==> src/core/lbcd_pkg.sv <==
// shared constants, types and helpers of the led bypass command decoder
package lbcd_pkg;

   // =====================================================
   // bus addresses and formats
   localparam logic [2:0] LBCD_SC_PREFIX = 3'h5;
   localparam logic [2:0] LBCD_AC_PREFIX = 3'h2;
   localparam logic [7:0] LBCD_BC_WRITE = 8'h18;
   localparam logic [7:0] LBCD_BC_READ = 8'h19;
   localparam int LBCD_NCH = 8;
   localparam int LBCD_SC_READ_BYTES = 3;

   // =====================================================
   // channel config field positions
   localparam int LBCD_OPEN_BIT = 15;
   localparam int LBCD_SHORT_BIT = 14;
   localparam int LBCD_FADE_HI = 13;
   localparam int LBCD_FADE_LO = 11;
   localparam int LBCD_LEVEL_BIT = 9;
   localparam int LBCD_ENABLE_BIT = 8;
   localparam int LBCD_DIM_HI = 7;
   localparam logic [15:0] LBCD_CFG_RESET = 16'h8000;

   // =====================================================
   // command byte field positions
   localparam int LBCD_CMD_LONG_BIT = 7;
   localparam int LBCD_CMD_CH_HI = 6;
   localparam int LBCD_CMD_CH_LO = 4;
   localparam int LBCD_CMD_OPEN_BIT = 3;
   localparam int LBCD_CMD_SHORT_BIT = 2;
   localparam int LBCD_CMD_LEVEL_BIT = 1;
   localparam int LBCD_CMD_ENABLE_BIT = 0;
   localparam int LBCD_CMD_FADE_HI = 3;
   localparam int LBCD_CMD_FADE_LO = 1;

   // =====================================================
   // timing and crc
   localparam logic [15:0] LBCD_PWM_CYCLE_PERIODS = 16'h0800;
   localparam logic [7:0] LBCD_CRC_POLY = 8'h07;
   localparam logic [3:0] LBCD_BITS_PER_BYTE = 4'h8;

   typedef enum logic [2:0] {
      LBCD_M_NONE, LBCD_M_SC_W, LBCD_M_SC_R, LBCD_M_AC_W, LBCD_M_BC_W,
      LBCD_M_BC_R
   } lbcd_mode_type;

   typedef struct packed {
      logic valid;
      logic [7:0] cmd;
      logic [7:0] dim;
   } lbcd_pend_type;

   // multiplier per fade code, ascending
   function automatic logic [4:0] lbcd_fade_mult(input logic [2:0] code);
      logic [4:0] m;
      m = 5'h00;
      unique case (code)
         3'h0: m = 5'h00;
         3'h1: m = 5'h01;
         3'h2: m = 5'h02;
         3'h3: m = 5'h04;
         3'h4: m = 5'h08;
         3'h5: m = 5'h10;
         3'h6: m = 5'h18;
         3'h7: m = 5'h1F;
      endcase
      return m;
   endfunction

endpackage

==> src/core/lbcd_crc8.sv <==
// one byte step of the packet checksum, polynomial x^8+x^2+x+1
`timescale 1ns/1ps
`default_nettype none
module lbcd_crc8
   import lbcd_pkg::*;
(
   input wire logic [7:0] crc_in,
   input wire logic [7:0] data_in,
   output logic [7:0] crc_out
);
   always_comb begin
      logic [7:0] c;
      c = crc_in ^ data_in;
      for (int i = 0; i < 8; i++) begin
         c = c[7] ? ({c[6:0], 1'b0} ^ LBCD_CRC_POLY) : {c[6:0], 1'b0};
      end
      crc_out = c;
   end
endmodule
`default_nettype wire

==> src/core/lbcd_decoder.sv <==
// command decoder of the eight channel led bypass switch on its serial port
`timescale 1ns/1ps
`default_nettype none
module lbcd_decoder
   import lbcd_pkg::*;
#(
   parameter int NCH = LBCD_NCH
) (
   input wire logic clk,
   input wire logic resetn,
   input wire logic scl_in,
   input wire logic sda_in,
   output logic sda_out,
   output logic sda_oe,
   input wire logic [3:0] addr_select_pin,
   input wire logic alert_active,
   input wire logic [NCH-1:0] fade_done_flag,
   output logic [NCH-1:0][15:0] channel_config,
   output logic [7:0] all_channel_state,
   output logic [2:0] channel_pointer,
   output logic [NCH-1:0] open_threshold_sel,
   output logic [NCH-1:0] short_threshold_sel,
   output logic [NCH-1:0] async_force_en,
   output logic [NCH-1:0] async_force_level,
   output logic [NCH-1:0] fade_bypass,
   output logic [NCH-1:0][15:0] fade_step_periods,
   output logic dim_counter_restart,
   output logic pwm_source_clock_restore
);
   typedef enum logic [2:0] {
      ST_IDLE, ST_RX, ST_ACK, ST_ACKH, ST_TX, ST_TXACK
   } lbcd_state_type;

   // =====================================================
   // pin sampling and bus conditions
   logic scl_s, sda_s, scl_d_reg, sda_d_reg;
   logic [3:0] addr_s;

   lbcd_sync #(.WIDTH(2), .INIT(2'h3)) u_bus_sync (
      .clk(clk),
      .resetn(resetn),
      .async_in({scl_in, sda_in}),
      .sync_out({scl_s, sda_s})
   );

   lbcd_sync #(.WIDTH(4), .INIT(4'h0)) u_addr_sync (
      .clk(clk),
      .resetn(resetn),
      .async_in(addr_select_pin),
      .sync_out(addr_s)
   );

   always_ff @(posedge clk or negedge resetn) begin
      if (!resetn) begin
         scl_d_reg <= 1'b1;
         sda_d_reg <= 1'b1;
      end else begin
         scl_d_reg <= scl_s;
         sda_d_reg <= sda_s;
      end
   end

   wire scl_rise = scl_s & ~scl_d_reg;
   wire scl_fall = ~scl_s & scl_d_reg;
   wire start_cond = scl_s & scl_d_reg & sda_d_reg & ~sda_s;
   wire stop_cond = scl_s & scl_d_reg & ~sda_d_reg & sda_s;

   // =====================================================
   // state
   lbcd_state_type state_reg;
   lbcd_mode_type mode_reg;
   logic [3:0] bit_cnt_reg;
   logic [7:0] shift_reg, tx_reg, crc_reg, cmd_reg, dim_reg;
   logic [2:0] byte_idx_reg;
   logic ack_reg, oe_reg;
   lbcd_pend_type sc_pend_reg;
   logic ac_pend_reg;
   logic [7:0] ac_data_reg;
   logic [15:0] cfg_reg [NCH];
   logic [7:0] acs_reg;
   logic [2:0] ptr_reg;
   logic restart_reg;

   // =====================================================
   // byte decode
   wire [7:0] rx_byte = {shift_reg[6:0], sda_s};
   wire byte_done = (state_reg == ST_RX) && scl_rise &&
      (bit_cnt_reg == LBCD_BITS_PER_BYTE - 4'h1);
   // channel address from prefix and pins
   wire [7:0] sc_addr_w = {LBCD_SC_PREFIX, addr_s, 1'b0};
   wire [7:0] sc_addr_r = {LBCD_SC_PREFIX, addr_s, 1'b1};
   wire [7:0] ac_addr_w = {LBCD_AC_PREFIX, addr_s, 1'b0};
   wire is_addr = byte_idx_reg == 3'h0;
   wire cmd_long = cmd_reg[LBCD_CMD_LONG_BIT];
   // short ends at byte 2, long at byte 3
   wire sc_pec = (mode_reg == LBCD_M_SC_W) &&
      ((byte_idx_reg == 3'h2 && !cmd_long) ||
       (byte_idx_reg == 3'h3 && cmd_long));
   wire sc_data = (mode_reg == LBCD_M_SC_W) &&
      (byte_idx_reg == 3'h1 || (byte_idx_reg == 3'h2 && cmd_long));
   wire ac_pec = (mode_reg == LBCD_M_AC_W) && (byte_idx_reg == 3'h2);
   wire ac_data = (mode_reg == LBCD_M_AC_W) && (byte_idx_reg == 3'h1);
   wire pec_ok = (sc_pec || ac_pec) && (rx_byte == crc_reg);
   wire [2:0] cmd_ch = cmd_reg[LBCD_CMD_CH_HI:LBCD_CMD_CH_LO];

   // broadcast read only claimed while alerting
   wire addr_hit = (rx_byte == sc_addr_w) || (rx_byte == sc_addr_r) ||
      (rx_byte == ac_addr_w) || (rx_byte == LBCD_BC_WRITE) ||
      (rx_byte == LBCD_BC_READ && alert_active);
   wire [2:0] mode_code =
      (rx_byte == sc_addr_w) ? 3'(LBCD_M_SC_W) :
      (rx_byte == sc_addr_r) ? 3'(LBCD_M_SC_R) :
      (rx_byte == ac_addr_w) ? 3'(LBCD_M_AC_W) :
      (rx_byte == LBCD_BC_WRITE) ? 3'(LBCD_M_BC_W) :
      (rx_byte == LBCD_BC_READ) ? 3'(LBCD_M_BC_R) : 3'(LBCD_M_NONE);
   wire byte_ack = is_addr ? addr_hit : (sc_data || ac_data || pec_ok);

   // status byte, fade done from the fade engine
   // fade done is read only, never stored
   wire [15:0] ptr_cfg = cfg_reg[ptr_reg];
   wire [7:0] status_byte = {ptr_cfg[LBCD_OPEN_BIT:LBCD_FADE_LO],
      fade_done_flag[ptr_reg], ptr_cfg[LBCD_LEVEL_BIT:LBCD_ENABLE_BIT]};
   // alert answer with the all-channel address
   wire [7:0] alert_byte = {LBCD_AC_PREFIX, addr_s, 1'b1};
   wire [7:0] tx_first = (mode_reg == LBCD_M_BC_R) ? alert_byte
      : status_byte;
   wire [7:0] tx_later = (byte_idx_reg == 3'h0) ? ptr_cfg[LBCD_DIM_HI:0]
      : crc_reg;
   wire tx_more = (mode_reg == LBCD_M_SC_R) &&
      (byte_idx_reg < 3'(LBCD_SC_READ_BYTES - 1));
   wire [7:0] crc_rx_next, crc_tx_first, crc_tx_later;

   // running checksum from zero, address included
   lbcd_crc8 u_crc_rx (
      .crc_in(crc_reg),
      .data_in(rx_byte),
      .crc_out(crc_rx_next)
   );

   lbcd_crc8 u_crc_tx0 (
      .crc_in(crc_reg),
      .data_in(tx_first),
      .crc_out(crc_tx_first)
   );

   lbcd_crc8 u_crc_tx1 (
      .crc_in(crc_reg),
      .data_in(tx_later),
      .crc_out(crc_tx_later)
   );

   // =====================================================
   // serial engine
   always_ff @(posedge clk or negedge resetn) begin
      if (!resetn) begin
         state_reg <= ST_IDLE;
         mode_reg <= LBCD_M_NONE;
         bit_cnt_reg <= 4'h0;
         byte_idx_reg <= 3'h0;
         shift_reg <= 8'h00;
         tx_reg <= 8'h00;
         crc_reg <= 8'h00;
         cmd_reg <= 8'h00;
         dim_reg <= 8'h00;
         ack_reg <= 1'b0;
         oe_reg <= 1'b0;
      end else if (start_cond) begin
         // repeated start also lands here
         state_reg <= ST_RX;
         mode_reg <= LBCD_M_NONE;
         bit_cnt_reg <= 4'h0;
         byte_idx_reg <= 3'h0;
         crc_reg <= 8'h00;
         oe_reg <= 1'b0;
      end else if (stop_cond) begin
         state_reg <= ST_IDLE;
         oe_reg <= 1'b0;
      end else begin
         unique case (state_reg)
            ST_IDLE: begin
               oe_reg <= 1'b0;
            end
            ST_RX: begin
               if (scl_rise) begin
                  shift_reg <= rx_byte;
                  bit_cnt_reg <= bit_cnt_reg + 4'h1;
               end
               if (byte_done) begin
                  state_reg <= ST_ACK;
                  ack_reg <= byte_ack;
                  crc_reg <= crc_rx_next;
                  if (is_addr) begin
                     mode_reg <= lbcd_mode_type'(mode_code);
                  end
                  if (sc_data || ac_data) begin
                     if (byte_idx_reg == 3'h1) begin
                        cmd_reg <= rx_byte;
                     end else begin
                        dim_reg <= rx_byte;
                     end
                  end
               end
            end
            ST_ACK: begin
               if (scl_fall) begin
                  oe_reg <= ack_reg;
                  state_reg <= ST_ACKH;
               end
            end
            ST_ACKH: begin
               if (scl_fall) begin
                  bit_cnt_reg <= 4'h0;
                  if (!ack_reg || mode_reg == LBCD_M_BC_W) begin
                     // unclaimed or finished: wait for start or stop
                     state_reg <= ST_IDLE;
                     oe_reg <= 1'b0;
                  end else if (mode_reg == LBCD_M_SC_R ||
                               mode_reg == LBCD_M_BC_R) begin
                     state_reg <= ST_TX;
                     tx_reg <= tx_first;
                     oe_reg <= ~tx_first[7];
                     crc_reg <= crc_tx_first;
                  end else begin
                     state_reg <= ST_RX;
                     oe_reg <= 1'b0;
                     byte_idx_reg <= byte_idx_reg + 3'h1;
                  end
               end
            end
            ST_TX: begin
               if (scl_rise) begin
                  bit_cnt_reg <= bit_cnt_reg + 4'h1;
               end
               if (scl_fall) begin
                  if (bit_cnt_reg == LBCD_BITS_PER_BYTE) begin
                     state_reg <= ST_TXACK;
                     oe_reg <= 1'b0;
                  end else begin
                     tx_reg <= {tx_reg[6:0], 1'b0};
                     oe_reg <= ~tx_reg[6];
                  end
               end
            end
            ST_TXACK: begin
               // master acknowledge is optional and not examined
               if (scl_fall) begin
                  bit_cnt_reg <= 4'h0;
                  if (tx_more) begin
                     byte_idx_reg <= byte_idx_reg + 3'h1;
                     tx_reg <= tx_later;
                     oe_reg <= ~tx_later[7];
                     crc_reg <= crc_tx_later;
                     state_reg <= ST_TX;
                  end else begin
                     state_reg <= ST_IDLE;
                  end
               end
            end
         endcase
      end
   end

   // =====================================================
   // holding latches and configuration registers
   wire pec_take = byte_done && pec_ok;
   wire bc_take = byte_done && is_addr && (rx_byte == LBCD_BC_WRITE);

   always_ff @(posedge clk or negedge resetn) begin
      if (!resetn) begin
         sc_pend_reg <= '0;
         ac_pend_reg <= 1'b0;
         ac_data_reg <= 8'h00;
         ptr_reg <= 3'h0;
         acs_reg <= 8'h00;
         restart_reg <= 1'b0;
         for (int i = 0; i < NCH; i++) begin
            cfg_reg[i] <= LBCD_CFG_RESET;
         end
      end else begin
         // broadcast write only pulses, no register changes
         restart_reg <= bc_take;
         if (pec_take && sc_pec) begin
            sc_pend_reg <= '{valid: 1'b1, cmd: cmd_reg, dim: dim_reg};
            // pointer follows last validated channel write
            ptr_reg <= cmd_ch;
            // thresholds take effect at checksum ack
            if (!cmd_long) begin
               cfg_reg[cmd_ch][LBCD_OPEN_BIT] <=
                  cmd_reg[LBCD_CMD_OPEN_BIT];
               cfg_reg[cmd_ch][LBCD_SHORT_BIT] <=
                  cmd_reg[LBCD_CMD_SHORT_BIT];
            end
         end
         if (pec_take && ac_pec) begin
            ac_pend_reg <= 1'b1;
            ac_data_reg <= cmd_reg;
         end
         if (stop_cond) begin
            sc_pend_reg.valid <= 1'b0;
            ac_pend_reg <= 1'b0;
            if (ac_pend_reg) begin
               acs_reg <= ac_data_reg;
               // all channels switch in one update
               for (int i = 0; i < NCH; i++) begin
                  cfg_reg[i][LBCD_DIM_HI:0] <= {8{ac_data_reg[i]}};
               end
            end
            // only the addressed channel is touched
            if (sc_pend_reg.valid) begin
               if (sc_pend_reg.cmd[LBCD_CMD_LONG_BIT]) begin
                  // long write loads fade, enable, dim
                  cfg_reg[sc_pend_reg.cmd[LBCD_CMD_CH_HI:LBCD_CMD_CH_LO]]
                     [LBCD_FADE_HI:LBCD_FADE_LO] <=
                     sc_pend_reg.cmd[LBCD_CMD_FADE_HI:LBCD_CMD_FADE_LO];
                  cfg_reg[sc_pend_reg.cmd[LBCD_CMD_CH_HI:LBCD_CMD_CH_LO]]
                     [LBCD_ENABLE_BIT] <=
                     sc_pend_reg.cmd[LBCD_CMD_ENABLE_BIT];
                  cfg_reg[sc_pend_reg.cmd[LBCD_CMD_CH_HI:LBCD_CMD_CH_LO]]
                     [LBCD_DIM_HI:0] <= sc_pend_reg.dim;
               end else begin
                  cfg_reg[sc_pend_reg.cmd[LBCD_CMD_CH_HI:LBCD_CMD_CH_LO]]
                     [LBCD_LEVEL_BIT:LBCD_ENABLE_BIT] <=
                     sc_pend_reg.cmd[LBCD_CMD_LEVEL_BIT:LBCD_CMD_ENABLE_BIT];
                  // async short write overwrites dim value
                  if (sc_pend_reg.cmd[LBCD_CMD_ENABLE_BIT]) begin
                     cfg_reg[sc_pend_reg.cmd[LBCD_CMD_CH_HI:LBCD_CMD_CH_LO]]
                        [LBCD_DIM_HI:0] <=
                        {8{sc_pend_reg.cmd[LBCD_CMD_LEVEL_BIT]}};
                  end
               end
            end
         end
      end
   end

   // =====================================================
   // registered channel controls
   always_ff @(posedge clk or negedge resetn) begin
      if (!resetn) begin
         sda_oe <= 1'b0;
         sda_out <= 1'b0;
         all_channel_state <= 8'h00;
         channel_pointer <= 3'h0;
         dim_counter_restart <= 1'b0;
         pwm_source_clock_restore <= 1'b0;
         for (int i = 0; i < NCH; i++) begin
            channel_config[i] <= LBCD_CFG_RESET;
            open_threshold_sel[i] <= LBCD_CFG_RESET[LBCD_OPEN_BIT];
            short_threshold_sel[i] <= LBCD_CFG_RESET[LBCD_SHORT_BIT];
            async_force_en[i] <= 1'b0;
            async_force_level[i] <= 1'b0;
            fade_bypass[i] <= 1'b1;
            fade_step_periods[i] <= 16'h0000;
         end
      end else begin
         // open drain: only ever pulls low
         sda_oe <= oe_reg;
         sda_out <= 1'b0;
         all_channel_state <= acs_reg;
         channel_pointer <= ptr_reg;
         dim_counter_restart <= restart_reg;
         pwm_source_clock_restore <= restart_reg;
         for (int i = 0; i < NCH; i++) begin
            channel_config[i] <= cfg_reg[i];
            // open threshold choice to fault comparator
            open_threshold_sel[i] <= cfg_reg[i][LBCD_OPEN_BIT];
            short_threshold_sel[i] <= cfg_reg[i][LBCD_SHORT_BIT];
            async_force_en[i] <= cfg_reg[i][LBCD_ENABLE_BIT];
            async_force_level[i] <= cfg_reg[i][LBCD_LEVEL_BIT];
            fade_bypass[i] <= cfg_reg[i][LBCD_FADE_HI:LBCD_FADE_LO] == 3'h0;
            // code to multiplier, step in pwm periods
            fade_step_periods[i] <= 16'(lbcd_fade_mult(
               cfg_reg[i][LBCD_FADE_HI:LBCD_FADE_LO]) *
               LBCD_PWM_CYCLE_PERIODS);
         end
      end
   end
endmodule
`default_nettype wire

==> src/core/lbcd_sync.sv <==
// two flip-flop synchroniser for pins from outside the clock domain
`timescale 1ns/1ps
`default_nettype none
module lbcd_sync #(
   parameter int WIDTH = 1,
   parameter logic [WIDTH-1:0] INIT = '0
) (
   input wire logic clk,
   input wire logic resetn,
   input wire logic [WIDTH-1:0] async_in,
   output logic [WIDTH-1:0] sync_out
);
   logic [WIDTH-1:0] meta_reg;

   always_ff @(posedge clk or negedge resetn) begin
      if (!resetn) begin
         meta_reg <= INIT;
         sync_out <= INIT;
      end else begin
         meta_reg <= async_in;
         sync_out <= meta_reg;
      end
   end
endmodule
`default_nettype wire

==> config.mk <==
export PLATFORM = sky130hd
export DESIGN_NAME = lbcd_decoder
export DESIGN_NICKNAME = d
export VERILOG_FILES = /design/src/core/lbcd_pkg.sv /design/src/core/lbcd_crc8.sv /design/src/core/lbcd_decoder.sv /design/src/core/lbcd_sync.sv
export SDC_FILE = /design/constraint.sdc
export NUM_CORES = 1
export LEC_CHECK = 0
export ABC_AREA = 1
export BUFFER_PORTS_ARGS = -buffer_cell sky130_fd_sc_hd__buf_2
export CAP_MARGIN = 20
export CELL_PAD_IN_SITES_DETAIL_PLACEMENT = 0
export CELL_PAD_IN_SITES_GLOBAL_PLACEMENT = 2
export CORE_ASPECT_RATIO = 0.7
export CORE_MARGIN = 2
export CORE_UTILIZATION = 37
export CTS_BUF_LIST = sky130_fd_sc_hd__clkbuf_2 sky130_fd_sc_hd__clkbuf_4 sky130_fd_sc_hd__clkbuf_8
export CTS_CLUSTER_DIAMETER = 50
export CTS_CLUSTER_SIZE = 10
export DETAILED_ROUTE_END_ITERATION = 16
export GPL_TIMING_DRIVEN = 0
export PLACE_DENSITY = 0.85
export SLEW_MARGIN = 20
export SYNTH_ARGS = -nofsm -noshare
export SYNTH_HDL_FRONTEND = slang
export SYNTH_SLANG_ARGS = --single-unit
==> constraint.sdc <==
create_clock -name clk -period 3.4 [get_ports clk]
set_clock_uncertainty 0.15 [all_clocks]
set_input_delay 0.51 -clock clk [delete_from_list [all_inputs] [get_ports clk]]
set_output_delay 0.51 -clock clk [all_outputs]
set_load 0.02 [all_outputs]
== Yosys cells after proc, flatten, opt, wreduce, memory -nomap -nowiden ==
Memory sizes are Yosys's and may differ from the RTL's. A register that Yosys moved wholly into a read port is not among the register bits.
Index checks and enable logic that the tools add are counted.
Word-level totals
  output and inout bits: 311
  input bits: 17
  register bits after elaboration: 414
  memories: 8
  word-level logic and storage cells: 374
  bits in read-only memories: 320
Operators by class
  reduce and logical (&&, ||, !) cells: 75
  add/subtract/negate cells: 2
  muxes and demuxes: 140
  bitwise logic cells: 47
  equal/unequal tests: 45
  magnitude comparators: 7
Memories
  (name not given): words 8, width 5, rd ports 1, clocked after Yosys merged registers in 1, write ports 0, RTL line lbcd_pkg.sv:57  | unique case (code)
  (name not given): words 8, width 5, rd ports 1, clocked after Yosys merged registers in 1, write ports 0, RTL line lbcd_pkg.sv:57
  (name not given): words 8, width 5, rd ports 1, clocked after Yosys merged registers in 1, write ports 0, RTL line lbcd_pkg.sv:57
  (name not given): words 8, width 5, rd ports 1, clocked after Yosys merged registers in 1, write ports 0, RTL line lbcd_pkg.sv:57
  (name not given): words 8, width 5, rd ports 1, clocked after Yosys merged registers in 1, write ports 0, RTL line lbcd_pkg.sv:57
  (name not given): words 8, width 5, rd ports 1, clocked after Yosys merged registers in 1, write ports 0, RTL line lbcd_pkg.sv:57
  2 more memories
Operator list (number)
  128-bit bitwise mux: 7
  128-bit two-way mux: 6
  16-bit demux with 3-bit select: 6
  8-bit two-way mux: 27
  3-bit two-way mux: 52
  3-bit inverter: 24
  7-bit two-way mux: 7
  16-bit binary-select mux with 3-bit select: 1
  16-bit two-way mux: 3
  3-bit logical NOT: 10
  4-bit != test (second input constant): 7
  8-bit equality test: 3
  8-bit case mux with 3 select lines: 1
  8-bit bitwise XOR: 3
  3-bit != test (second input constant): 7
  7-bit case mux with 3 select lines: 1
  1-bit logical AND: 19
  3-bit by 2-bit equality test with 1-bit output (second input constant): 6
  6-bit AND reduction: 3
  17-bit two-way mux: 1
  8-bit by 5-bit equality test with 1-bit output (second input constant): 2
  4-bit two-way mux: 4
  2-bit != test (second input constant): 8
  4-bit AND reduction: 4
  36 further kinds: 104

== Logic depth before layout (Yosys ltp) ==
Gate-level depths: netlist of the first run.
  depth in word-level cells: 28
  gate-level depth with buffers: 21
  gate-level depth less buffers: 19

== Modules after synthesis ==
From an unflattened synthesis of the first run, not the netlist that was laid out.
Unflattened totals
  cell total of the unflattened synthesis: 2247
  area total of the unflattened synthesis: 18771.8 um^2
By module, submodules not included
  lbcd_decoder: cells each 1992, area an instance 17377.9 um^2, times used 1
  lbcd_crc8: cells each 81, area an instance 362.8 um^2, times used 3
  lbcd_sync at u_addr_sync: cells each 8, area an instance 200.2 um^2, times used 1
  lbcd_sync at u_bus_sync: cells each 4, area an instance 105.1 um^2, times used 1

== Worst setup path after synthesis of the first run ==
Ideal clock, no wire load.
  path type: reg2reg
  start point: register crc_reg[6]
  end point: register cfg_reg[110] (netlist name)
  required time: 3.120 ns
  clock period less this slack: 2.179 ns
  stages on the path, launching flop included: 11
  library setup time: 0.130 ns
  arrival: 1.899 ns
  setup slack: 1.221 ns
  cells stage by stage: dfrtp_1 > clkbuf_1 > xnor2_1 > ha_1 > nand4_1 > nor3_2 > nand3_1 > nor2_2 > nand3_1 > nand2_1 > o21ai_0
Between the ends
  word-level cells in the longest chain between the ends: 11
Ends and longest elaborated chain
  start: declaration: RTL line lbcd_decoder.sv:73  | logic [7:0] shift_reg, tx_reg, crc_reg, cmd_reg, dim_reg;
  start signal: assignment: RTL line lbcd_decoder.sv:191  | crc_reg <= crc_rx_next;
  start signal: assignment: RTL line lbcd_decoder.sv:222  | crc_reg <= crc_tx_first;
  start signal: assignment: RTL line lbcd_decoder.sv:252  | crc_reg <= crc_tx_later;
  8-bit equality test *: RTL line lbcd_decoder.sv:103  | wire pec_ok = (sc_pec || ac_pec) && (rx_byte == crc_reg);
  1-bit logical AND *: RTL line lbcd_decoder.sv:103
  1-bit logical AND *: RTL line lbcd_decoder.sv:265  | wire pec_take = byte_done && pec_ok;
  1-bit logical AND *: RTL line lbcd_decoder.sv:282  | if (pec_take && sc_pec) begin
  128-bit two-way mux *: RTL line lbcd_decoder.sv:282
  128-bit bitwise mux (on tied branches): RTL line lbcd_decoder.sv:321, lbcd_decoder.sv:312
  128-bit bitwise mux (on tied branches): RTL line lbcd_decoder.sv:326, lbcd_decoder.sv:315
  128-bit two-way mux or 128-bit bitwise mux (tied branches): RTL line lbcd_decoder.sv:325, lbcd_decoder.sv:318
  128-bit two-way mux: RTL line lbcd_decoder.sv:310  | if (sc_pend_reg.cmd[LBCD_CMD_LONG_BIT]) begin
  128-bit two-way mux: RTL line lbcd_decoder.sv:309  | if (sc_pend_reg.valid) begin
  128-bit two-way mux *: RTL line lbcd_decoder.sv:298  | if (stop_cond) begin
  end signal: indexed assignment: RTL line lbcd_decoder.sv:288  | cfg_reg[cmd_ch][LBCD_OPEN_BIT] <=
  end signal: indexed assignment: RTL line lbcd_decoder.sv:290  | cfg_reg[cmd_ch][LBCD_SHORT_BIT] <=
  end signal: indexed assignment: RTL line lbcd_decoder.sv:305  | cfg_reg[i][LBCD_DIM_HI:0] <= {8{ac_data_reg[i]}};
  end: declaration: RTL line lbcd_decoder.sv:79  | logic [15:0] cfg_reg [NCH];
Every way passes the cells marked *; elsewhere a longest branch is shown, timed or not.
A chain may end at the register's enable or synchronous reset.

== Final worst setup path of the first run ==
  start point: register u_bus_sync.sync_out[0]
  end point: register cfg_reg[7] (netlist name)
Between the ends
  word-level cells in the longest chain between the ends: 13
Ends and longest elaborated chain
  start: declaration: RTL line lbcd_sync.sv:11  | output logic [WIDTH-1:0] sync_out
  start signal: assignment: RTL line lbcd_sync.sv:21  | sync_out <= meta_reg;
  8-bit equality test: RTL line lbcd_decoder.sv:103
  1-bit logical AND: RTL line lbcd_decoder.sv:103
  1-bit logical AND: RTL line lbcd_decoder.sv:265
  1-bit logical AND: RTL line lbcd_decoder.sv:282
  128-bit two-way mux: RTL line lbcd_decoder.sv:282
  8-bit two-way mux: RTL line lbcd_decoder.sv:301  | if (ac_pend_reg) begin
  8-bit two-way mux: RTL line lbcd_decoder.sv:298
  128-bit bitwise mux (on tied branches): RTL line lbcd_decoder.sv:321, lbcd_decoder.sv:312
  128-bit bitwise mux (on tied branches): RTL line lbcd_decoder.sv:326, lbcd_decoder.sv:315
  128-bit two-way mux or 128-bit bitwise mux (tied branches): RTL line lbcd_decoder.sv:325, lbcd_decoder.sv:318
  128-bit two-way mux: RTL line lbcd_decoder.sv:310
  128-bit two-way mux: RTL line lbcd_decoder.sv:309
  128-bit two-way mux *: RTL line lbcd_decoder.sv:298
Every way passes the cells marked *; elsewhere a longest branch is shown, timed or not. The select of a mux whose other input is x is not followed.

==> qor.log, run 1 <==
qor: clocking.cts.path.max_buffers 3
qor: die.height_of_the_die 190.4 um
qor: clocking.clock_tree.root_cell sky130_fd_sc_hd__clkbuf_8
qor: place.gp_congestion 0.9033
qor: pwr.leakage 11.58 nW
qor: sta.final_period_minus_worst_setup_slack 3.286 ns
qor: synth.yosys_warnings 0
qor: synth.postSynthCellCount 2113
qor: outcome.outcome finished clean
qor: layout.layout.cells.most_common sky130_fd_sc_hd__nand2_1
qor: layout.layout-area-overhead-vs-synth 19.17%
qor: route.detail_route.first_pass.iterations 5
qor: clocking.clkTransAtPathRegs 0.08 ns
qor: clocking.clkSinkCount 403
qor: die.fp.dieW 270.3 um
qor: layout.fillCellCount 4973
qor: sta.setup_tns 0 ns
qor: layout.antennaDiodeCount 0
qor: layout.final_design_utilization 44.51%
qor: sta.timing_worst_slew_pin_value 1.034 ns
qor: route.vias_per_cell 4.905
qor: critical_path.worstRegToRegCells 7
qor: critical_path.max_stage_delay 0.62 ns
qor: route.drt-wirelength-per-cell 19.57 um
qor: sta.timing.final.crit_share 96.64%
qor: die.die_area 0.05147 mm^2
qor: critical_path.path_depth 7
qor: sta.setup_violations 0
qor: route.detail_route.wirelength 62500 um
qor: clocking.numCtsBuffers 49
qor: critical_path.slowest_stage_cell_on_the_critical_path sky130_fd_sc_hd__dfstp_2
qor: synth.syn-mean-instance-area 8.693 um^2
qor: sta.fin_hold_ws 0.1912 ns
qor: sta.maxSlewHeadroom 30.33%
qor: place.detailedPlacementHpwl 47190 um
qor: synth.syn_area 0.01837 mm^2
qor: clocking.cts_tree yes
qor: die.core-area 0.04918 mm^2
qor: layout.layout.cells.most_common_list 557 x sky130_fd_sc_hd__nand2_1, 373 x sky130_fd_sc_hd__dfrtp_1, 246 x sky130_fd_sc_hd__buf_2, 211 x sky130_fd_sc_hd__inv_1, 203 x sky130_fd_sc_hd__o21ai_0
qor: grt.grt_pass1_vias 14690
qor: synth.synth_register_bits 403
qor: sta.report.final.hold_viol_count 0
qor: critical_path.worstPathMaxFanout 10
qor: sta.grt_setup_unrepaired no
qor: critical_path.path_cells inv_1 > nor3_2 > inv_1 > clkbuf_1 > clkbuf_1 > a21oi_1 > a21oi_1
qor: layout.layout-drive-gt1-share 21.68%
qor: layout.number_of_flip_flops_in_the_largest_register 120
qor: route.initialDrtViolationCount 1616
qor: sta.final-max-slew-violation-count 0
qor: die.floorplan.initialDensity 37.35%
qor: critical_path.timing_worst_setup_path_type reg2reg
qor: critical_path.cp_data_arrival_time 3.66 ns
qor: route.routed-via-count 15660
qor: synth.synth-main-ff-cell sky130_fd_sc_hd__dfrtp_1
qor: layout.fin_nets 2528
qor: sta.fmax 304.3 MHz
qor: pwr.post-layout-total-power 11.69 mW
qor: grt.grt_start_max_net_pins 101
qor: clocking.clock_tree.htree_level_count 2
qor: critical_path.start_kind flop
qor: grt.grt.total_usage 24.07%
qor: critical_path.worstPathBufferInverterCount 4
qor: run.max_cap_violations 0
qor: pwr.power_density 534.1 mW/mm^2
qor: synth.synth_cell_types 54
qor: synth.portion_of_the_post_synthesis_area_used_by_sequential_elements 55.11%
qor: synth.synth_edf_count 0
qor: die.top_level_ports 328
qor: critical_path.worst_path_top_cell_family_by_delay buffers and inverters
qor: grt.grt_first_pass_wirelength 93200 um
qor: synth.asyncSetResetFlopFracSynth 100.0%
qor: clocking.worstSkewPairLatency 0.66 ns
qor: place.placed_cell_area 0.02083 mm^2
qor: layout.design_area 0.02189 mm^2
qor: critical_path.worstSetupEndpointType flop
qor: route.ant_nets 0
qor: critical_path.worstSetupStartpoint u_bus_sync.sync_out[0]
qor: place.buffer_ports.inserted 230
qor: hold_path.timing.hold.worst.start u_addr_sync.meta_reg[3]
qor: pwr.max-vdd-ir-drop 258.0 uV
qor: route.drc 0
qor: grt.grt_overflow 0
qor: hold_path.whs_path_depth 0
qor: grt.antenna_found_initial 1
qor: critical_path.reg2reg_from u_bus_sync.sync_out[0]
qor: die.num_rows 68
qor: critical_path.cp.required 3.77 ns
qor: hold_path.holdCritPathClass reg2reg
-- worst paths after layout --
check / slack (ns) / to
max: 0.11 / cfg_reg[7]
min: 0.19 / u_addr_sync.sync_out[3]
max reg2reg: 0.11 / cfg_reg[7]
min reg2reg: 0.19 / u_addr_sync.sync_out[3]
max in group asynchronous: 1.56 / open_threshold_sel[0]
min in group asynchronous: 0.20 / fade_step_periods[13]
-- synth_stat cells, drive strengths merged, types with 3 or more instances --
| cell type | instances | area share [%] |
|---|---|---|
| a31oi | 7 | 0.24 |
| dfstp | 30 | 4.3 |
| or2 | 4 | 0.14 |
| nand3 | 143 | 4.0 |
| o21ai | 207 | 5.6 |
| a221oi | 6 | 0.29 |
| inv | 221 | 4.5 |
| a21oi | 119 | 3.3 |
| nor2 | 124 | 2.8 |
| buf | 157 | 6.2 |
| dfrtp | 373 | 51 |
| o211ai | 5 | 0.20 |
| xnor2 | 5 | 0.24 |
| mux2 | 7 | 0.43 |
| nand4 | 25 | 0.85 |
| o22ai | 7 | 0.24 |
| ha | 10 | 0.68 |
| o221ai | 18 | 0.86 |
| clkinv | 3 | 0.061 |
| nand2 | 559 | 11 |
| xor2 | 14 | 0.67 |
| nor3 | 20 | 0.63 |
| nor4 | 4 | 0.14 |
| clkbuf | 25 | 0.52 |
-- layout make-up --
class                           count  area (um^2)  area share [%]
Sequential cell                   403        10120           46.24
Inverter                          224        840.8           3.841
Buffer                            182         1239           5.658
Multi-Input combinational cell   1400         6565           29.99
Tap cell                          665        832.0           3.801
Clock buffer                       69        837.1           3.824
Timing Repair Buffer              241         1341           6.127
Clock inverter                      9        113.9          0.5201
-- per-stage QoR --
stage,instances,setup slack (ns)
2_1_floorplan,2209,1.221
3_3_place_gp,3104,-6.180
3_5_place_dp,3108,-0.08778
4_1_cts,3193,0.08410
5_1_grt,3193,0.002583
6_report,3193,0.1141
-- cells by family (layout without fill, tap and decap cells) --
group,Yosys count,count (layout),share of synthesized area (%)
simple gates,883,883,20.08
buf+inv,406,725,11.32
flops,403,403,55.11
compound gates,384,384,11.46
xor+xnor,19,19,0.9059
fa+ha+maj,10,10,0.6812
mux,7,7,0.4292
other cells,1,97,0.02041
-- timing repair --
item | CTS | global route
gates resized for setup | 3 | 6
endpoints found under the setup margin | 12 | 20
buffers inserted | 0 | 0
gates cloned | 0 | 0
hold buffers | 7 | 0
endpoints found under the hold margin | 90 | 0
-- power by group --
part           switching, mW  total [mW]  internal, mW
logic                   2.05        2.97         0.920
registers              0.157        5.15          4.99
clock network           1.84        3.57          1.74
total                   4.04        11.7          7.65
-- routing by layer --
metal,track usage [%],routed length [um],vias up
met4,4.951,1013,0
li1,-,-,7406
met1,37.46,30120,7554
met5,0,0,-
met2,33.77,25630,629
met3,5.565,5742,74
(Power assumes the default switching activity.)
==> inputs of run 2 (changes only) <==
--- a/config.mk
+++ b/config.mk
@@ -6,7 +6,7 @@
 export NUM_CORES = 1
 export LEC_CHECK = 0
 export ABC_AREA = 1
-export BUFFER_PORTS_ARGS = -buffer_cell sky130_fd_sc_hd__buf_2
+export BUFFER_PORTS_ARGS = -buffer_cell sky130_fd_sc_hd__buf_4
 export CAP_MARGIN = 20
 export CELL_PAD_IN_SITES_DETAIL_PLACEMENT = 0
 export CELL_PAD_IN_SITES_GLOBAL_PLACEMENT = 2
==> run 2 against run 1 <==
- combinational power decreased by 2%
- wire length increased by 1.1%
- critical endpoint is now crc_reg[4]
- cell count increased by 0.28%
- cell area increased by 3.3%
- power increased by 1.9%
- sequential power about the same
- via count increased by 0.76%
- critical path depth increased by 8
- sequential cell count unchanged
- fmax decreased by 2.7%
- highest routed layer unchanged
==> qor.log, run 2 (same netlist as run 1, synthesis figures left out) <==
qor: critical_path.timing_worst_setup_path_type reg2reg
qor: layout.layout-area-overhead-vs-synth 23.05%
qor: sta.fmax 296.0 MHz
qor: die.floorplan.initialDensity 37.35%
qor: sta.final_period_minus_worst_setup_slack 3.378 ns
qor: sta.maxSlewHeadroom 33.31%
qor: pwr.power_density 527.2 mW/mm^2
qor: sta.setup_slack 0.02173 ns
qor: route.vias_per_cell 4.929
qor: place.gp_congestion 0.8952
qor: route.drc 0
qor: route.detail_route.first_pass.iterations 7
qor: sta.setup_violations 0
qor: critical_path.cp.required 3.77 ns
qor: route.initialDrtViolationCount 1410
qor: layout.layout.cells.most_common sky130_fd_sc_hd__nand2_1
qor: clocking.clkTransAtPathRegs 0.08 ns
qor: critical_path.worstSetupEndpointType flop
qor: pwr.max-vdd-ir-drop 269.8 uV
qor: clocking.clock_tree.root_cell sky130_fd_sc_hd__clkbuf_8
qor: route.detail_route.wirelength 63200 um
qor: grt.grt.total_usage 24.44%
qor: run.max_cap_violations 0
qor: clocking.postCtsSetupRepairBufs 0
qor: clocking.cts_tree yes
qor: die.height_of_the_die 190.4 um
qor: grt.grt_first_pass_wirelength 94190 um
qor: sta.timing.final.crit_share 99.36%
qor: layout.design_area 0.02260 mm^2
qor: die.core-area 0.04918 mm^2
qor: sta.setup_tns 0 ns
qor: critical_path.start_kind flop
qor: layout.layout.cells.most_common_list 556 x sky130_fd_sc_hd__nand2_1, 373 x sky130_fd_sc_hd__dfrtp_1, 365 x sky130_fd_sc_hd__buf_4, 211 x sky130_fd_sc_hd__inv_1, 203 x sky130_fd_sc_hd__o21ai_0
qor: clocking.numCtsBuffers 51
qor: critical_path.cp_data_arrival_time 3.75 ns
qor: place.placed_cell_area 0.02141 mm^2
qor: place.detailedPlacementHpwl 47740 um
qor: pwr.leakage 11.64 nW
qor: sta.report.final.hold_viol_count 0
qor: place.dp_worst_setup_slack -0.2966 ns
qor: die.die_area 0.05147 mm^2
qor: route.drt-wirelength-per-cell 19.74 um
qor: grt.grt_pass1_vias 14930
qor: route.ant_nets 0
qor: outcome.outcome finished clean
qor: grt.grt_overflow 0
qor: layout.layout-drive-gt1-share 22.16%
qor: place.buffer_ports.inserted 230
qor: grt.antenna_found_initial 0
qor: hold_path.holdCritPathClass in2async
qor: die.top_level_ports 328
qor: clocking.cts.path.max_buffers 3
qor: layout.fin_nets 2529
qor: clocking.worstSkewPairLatency 0.66 ns
qor: sta.timing_worst_slew_pin_value 0.9898 ns
qor: sta.final-max-slew-violation-count 0
qor: route.routed-via-count 15780
qor: clocking.clock_tree.htree_level_count 2
qor: layout.number_of_flip_flops_in_the_largest_register 120
qor: sta.fin_hold_ws 0.1747 ns
qor: grt.grt_start_max_net_pins 101
qor: clocking.clkSinkCount 403
qor: die.num_rows 68
qor: critical_path.worstPathMaxFanout 8
qor: die.fp.dieW 270.3 um
qor: layout.fillCellCount 4952
## run 2: path summary, 6_finish.rpt
path,startpoint,end,slack (ns),cells past startpoint
min in group clk,u_addr_sync.meta_reg[2],u_addr_sync.sync_out[2],0.20,0
max in group asynchronous,resetn,cfg_reg[31],1.64,4
worst max register to register,sc_pend_reg[14],crc_reg[4],0.02,15
worst max-delay path,sc_pend_reg[14],crc_reg[4],0.02,15
worst min-delay path,resetn,fade_step_periods[12],0.17,2
worst min register to register,u_addr_sync.meta_reg[2],u_addr_sync.sync_out[2],0.20,0
## run 2: layer usage
metal	up-vias	share of wire [%]	global-route usage [%]
li1	7427	-	-
met1	7584	48	37.53
met2	664	40	33.09
met3	107	9.6	7.001
met4	0	2.4	6.651
met5	-	0	0
## run 2: power breakdown
group          total [mW]  switching [mW]  internal [mW]  leakage (nW)
sequential           5.18           0.189           4.99          5.46
combinational        2.91            1.99          0.924          5.62
clock                3.83            1.89           1.94         0.558
## run 2: repair_timing
action,in CTS,in global routing
hold endpoints to repair,189,0
hold buffers,7,0
setup endpoints to repair,16,38
resized for setup,3,12
## run 2: cell type report
class	count	area, um^2	area share [%]
clock inverters	10	125.1	0.5536
multi-input cells	1400	6584	29.13
well taps	665	832.0	3.681
flip-flops and latches	403	10120	44.78
diodes	1	2.502	0.01107
plain buffers	181	1235	5.464
repair buffers	241	1914	8.469
inverters	224	840.8	3.720
clock buffers	77	947.2	4.190
## run 2: through the flow
stage | utilization [%] | total power, mW | std cells
global placement | 43.29 | 8.073 | 3104
CTS | 45.88 | 11.98 | 3202
finish | 45.96 | 11.92 | 3202
global route | 45.96 | 12.62 | 3201
floorplan | - | 7.255 | 2209
detailed placement | 43.53 | 8.124 | 3108
## run 2: critical path: stages, from the launching register on
cell,delay [ns]
sky130_fd_sc_hd__dfrtp_1,0.52
sky130_fd_sc_hd__inv_1,0.15
sky130_fd_sc_hd__nor2_1,0.50
sky130_fd_sc_hd__nand2_1,0.42
sky130_fd_sc_hd__o21ai_0,0.44
sky130_fd_sc_hd__a21oi_1,0.09
sky130_fd_sc_hd__nand4_1,0.10
sky130_fd_sc_hd__nand2_1,0.19
sky130_fd_sc_hd__inv_1,0.21
sky130_fd_sc_hd__nand2_1,0.10
sky130_fd_sc_hd__nand2_1,0.06
sky130_fd_sc_hd__nand2_1,0.04
sky130_fd_sc_hd__nand3_1,0.07
sky130_fd_sc_hd__nand3_1,0.09
sky130_fd_sc_hd__nand2_1,0.07
sky130_fd_sc_hd__nand2_1,0.04
==> inputs of run 3 (changes only) <==
--- a/config.mk
+++ b/config.mk
@@ -5,20 +5,20 @@
 export SDC_FILE = /design/constraint.sdc
 export NUM_CORES = 1
 export LEC_CHECK = 0
-export ABC_AREA = 1
+export ABC_AREA = 0
 export BUFFER_PORTS_ARGS = -buffer_cell sky130_fd_sc_hd__buf_4
 export CAP_MARGIN = 20
 export CELL_PAD_IN_SITES_DETAIL_PLACEMENT = 0
 export CELL_PAD_IN_SITES_GLOBAL_PLACEMENT = 2
 export CORE_ASPECT_RATIO = 0.7
 export CORE_MARGIN = 2
-export CORE_UTILIZATION = 37
+export CORE_UTILIZATION = 41
 export CTS_BUF_LIST = sky130_fd_sc_hd__clkbuf_2 sky130_fd_sc_hd__clkbuf_4 sky130_fd_sc_hd__clkbuf_8
 export CTS_CLUSTER_DIAMETER = 50
 export CTS_CLUSTER_SIZE = 10
 export DETAILED_ROUTE_END_ITERATION = 16
 export GPL_TIMING_DRIVEN = 0
-export PLACE_DENSITY = 0.85
+export PLACE_DENSITY = 0.86
 export SLEW_MARGIN = 20
 export SYNTH_ARGS = -nofsm -noshare
 export SYNTH_HDL_FRONTEND = slang
==> run 3 against run 2 <==
- wire length decreased by 12%
- cell count decreased by 20%
- core utilization increased by 5.4 points
- sequential share of layout area increased by 0.52 points
- non-clock buffer count increased by 30
- synthesized cell count decreased by 27%
- first-iteration DRC count decreased by 23%
- sequential power about the same
- via count decreased by 16%
- clock-buffer cell count decreased by 2
- critical path type unchanged
- largest power group unchanged
- highest routed layer unchanged
==> qor.log, run 3 <==
qor: synth.portion_of_the_post_synthesis_area_used_by_sequential_elements 56.08%
qor: sta.maxSlewHeadroom 19.24%
qor: synth.synth_top_cell_by_area sky130_fd_sc_hd__dfrtp_1
qor: sta.final_period_minus_worst_setup_slack 3.377 ns
qor: sta.fmax 296.2 MHz
qor: die.height_of_the_die 179.6 um
qor: synth.postSynthCellCount 1541
qor: critical_path.cp.required 3.75 ns
qor: outcome.outcome finished clean
qor: place.gp_congestion 0.9178
qor: critical_path.worst_path_top_cell_family_by_delay buffers and inverters
qor: critical_path.max_stage_delay 0.46 ns
qor: route.vias_per_cell 5.195
qor: route.detail_route.first_pass.iterations 5
qor: die.fp.dieW 254.8 um
qor: clocking.clkSinkCount 403
qor: route.initialDrtViolationCount 1083
qor: route.detail_route.wirelength 55870 um
qor: layout.final_cells 2554
qor: clocking.worstSkewPairLatency 0.62 ns
qor: layout.layout.cells.most_common_list 376 x sky130_fd_sc_hd__buf_4, 369 x sky130_fd_sc_hd__dfrtp_1, 117 x sky130_fd_sc_hd__mux2_2, 97 x sky130_fd_sc_hd__conb_1, 96 x sky130_fd_sc_hd__nor2_1
qor: route.drt-wirelength-per-cell 21.88 um
qor: synth.area_share_of_the_leading_cell_type_in_the_synthesized_netlist 51.71%
qor: route.drc 0
qor: layout.number_of_flip_flops_in_the_largest_register 120
qor: sta.timing.final.crit_share 99.31%
qor: critical_path.slowest_stage_cell_on_the_critical_path sky130_fd_sc_hd__dfrtp_2
qor: synth.yosys-top-cells-count 373 x sky130_fd_sc_hd__dfrtp_1, 132 x sky130_fd_sc_hd__buf_4, 117 x sky130_fd_sc_hd__mux2_2
qor: clocking.cts.path.max_buffers 3
qor: synth.yosys_warnings 0
qor: critical_path.timing_worst_setup_path_type reg2reg
qor: critical_path.cp_data_arrival_time 3.72 ns
qor: synth.synth_edf_count 0
qor: critical_path.path_cells buf_6 > buf_6 > buf_6 > buf_4 > mux4_2 > mux2i_4 > buf_12 > xor2_1 > xnor2_1 > nor2_2 > xnor2_1 > a221oi_1 > o21ai_1
qor: sta.grt_setup_unrepaired yes
qor: layout.final_design_utilization 51.32%
qor: synth.synth_cell_types 73
qor: synth.syn-mean-instance-area 11.71 um^2
qor: clocking.numCtsBuffers 49
qor: grt.grt_pass1_vias 12770
qor: clocking.clkTransAtPathRegs 0.08 ns
qor: pwr.leakage 10.95 nW
qor: route.met3_length 4655 um
qor: layout.layout-area-overhead-vs-synth 23.85%
qor: layout.layout.cells.most_common sky130_fd_sc_hd__buf_4
qor: sta.setup_violations 0
qor: sta.setup_tns 0 ns
qor: grt.grt_start_max_net_pins 99
qor: pwr.power_density 507.4 mW/mm^2
qor: clocking.clock_tree.root_cell sky130_fd_sc_hd__clkbuf_8
qor: route.routed-via-count 13270
qor: die.floorplan.initialDensity 41.44%
qor: die.core-area 0.04356 mm^2
qor: die.die_area 0.04575 mm^2
qor: critical_path.worstPathMaxFanout 10
qor: route.dr_wl_met2 23670 um
qor: pwr.max-vdd-ir-drop 277.9 uV
qor: synth.synth_register_bits 403
qor: die.num_rows 64
qor: run.max_cap_violations 0
qor: route.wl_met1 26000 um
qor: synth.yosys.cell_count.top_type sky130_fd_sc_hd__dfrtp_1
qor: clocking.cts_tree yes
qor: clocking.clock_tree.htree_level_count 2
qor: layout.layout-drive-gt1-share 35.22%
qor: critical_path.worstPathBufferInverterCount 5
qor: layout.fin_nets 1953
qor: place.buffer_ports.inserted 230
qor: grt.grt.total_usage 24.43%
qor: sta.timing_worst_slew_pin_value 1.209 ns
qor: route.ant_nets 0
qor: grt.antenna_found_initial 2
qor: synth.syn_area 0.01805 mm^2
qor: hold_path.holdCritPathClass reg2reg
qor: critical_path.critical-path-top-cell-by-count sky130_fd_sc_hd__buf_6
qor: synth.synth-main-ff-cell sky130_fd_sc_hd__dfrtp_1
qor: place.numPlacedInstances 2465
qor: grt.grt_first_pass_wirelength 83220 um
qor: grt.grt_overflow 0
qor: critical_path.worstSetupEndpointType flop
qor: synth.asyncSetResetFlopFracSynth 100.0%
qor: die.top_level_ports 328
qor: sta.final-max-slew-violation-count 0
qor: place.detailedPlacementHpwl 41960 um
qor: critical_path.start_kind flop
qor: synth.netlist_top_cells_area sky130_fd_sc_hd__dfrtp_1 52%, sky130_fd_sc_hd__mux2_2 7.3%, sky130_fd_sc_hd__buf_4 5.5%, sky130_fd_sc_hd__dfstp_2 4.4%, sky130_fd_sc_hd__a21oi_1 2.6%
qor: sta.report.final.hold_viol_count 0
qor: route.maxUsedRoutingLayer met4
qor: pwr.post-layout-total-power 11.34 mW
==> run 3: final timing paths <==
check | from | end | slack, ns | depth (start not counted)
setup / recovery | sc_pend_reg[13] | crc_reg[4] | 0.02 | 13
hold / removal | u_addr_sync.meta_reg[3] | u_addr_sync.sync_out[3] | 0.20 | 0
setup reg to reg | sc_pend_reg[13] | crc_reg[4] | 0.02 | 13
hold reg to reg | u_addr_sync.meta_reg[3] | u_addr_sync.sync_out[3] | 0.20 | 0
max in group asynchronous | resetn | sda_d_reg | 1.46 | 4
min in group asynchronous | resetn | channel_config[40] | 0.29 | 2
==> run 3: per-stage QoR <==
stage | hold slack, ns | worst slack [ns] | instance area [um^2]
2_1_floorplan | 0.06441 | 0.4767 | 18410
3_3_place_gp | 0.1860 | -2.202 | 20880
3_5_place_dp | 0.1856 | -1.006 | 21010
4_1_cts | 0.2013 | 0.004897 | 22310
5_1_grt | 0.2124 | -0.1469 | 22350
6_report | 0.1978 | 0.02341 | 22360
==> run 3: logic make-up (layout without fill, tap and decap cells) <==
group           after synthesis  count (layout)  synth area share (%)
other cells                   1              98               0.02077
fa+ha+maj                    10              10                0.6931
xor+xnor                     82              82                 4.249
simple gates                338             338                 9.261
compound gates              311             311                 11.37
mux                         156             156                 10.40
buf+inv                     240             562                 7.930
flops                       403             403                 56.08
==> run 3: timing repair <==
action,4_1_cts,5_1_grt
pin swaps,4,3
hold buffers,7,0
setup endpoints to repair,106,105
endpoints found under the hold margin,65,0
resized for setup,42,14
setup buffers,7,2
==> run 3: cell type report <==
class                   count  area [um^2]
clock buffers              75        894.6
clock inverters             9        106.4
diodes                      1        2.502
flip-flops and latches    403        10130
inverters                  26        97.59
well taps                 594        743.2
fillers                  3989        21210
multi-input cells         994         7067
repair buffers            250         1994
plain buffers             202         1324
==> run 3: report_power, final <==
part | switching, mW | internal (mW)
Sequential | 0.267 | 4.95
Combinational | 1.42 | 1.09
Clock | 1.79 | 1.83
Total | 3.48 | 7.87
==> run 3: layer usage <==
metal / vias to the layer above / GRT usage, %
met4: 0 / 7.298
met3: 101 / 4.706
li1: 5930 / -
met1: 6658 / 37.80
met5: - / 0
met2: 579 / 34.50
==> run 3: worst register-to-register path, delay by kind of cell, from the launching register on <==
kind | cells | cell delay, ns
AO/OA/AOI/OAI | 2 | 0.34
buffers and inverters | 5 | 1.16
XOR/XNOR | 3 | 0.48
multiplexers | 2 | 0.57
flip-flops | 1 | 0.46
AND/OR/NAND/NOR | 1 | 0.08
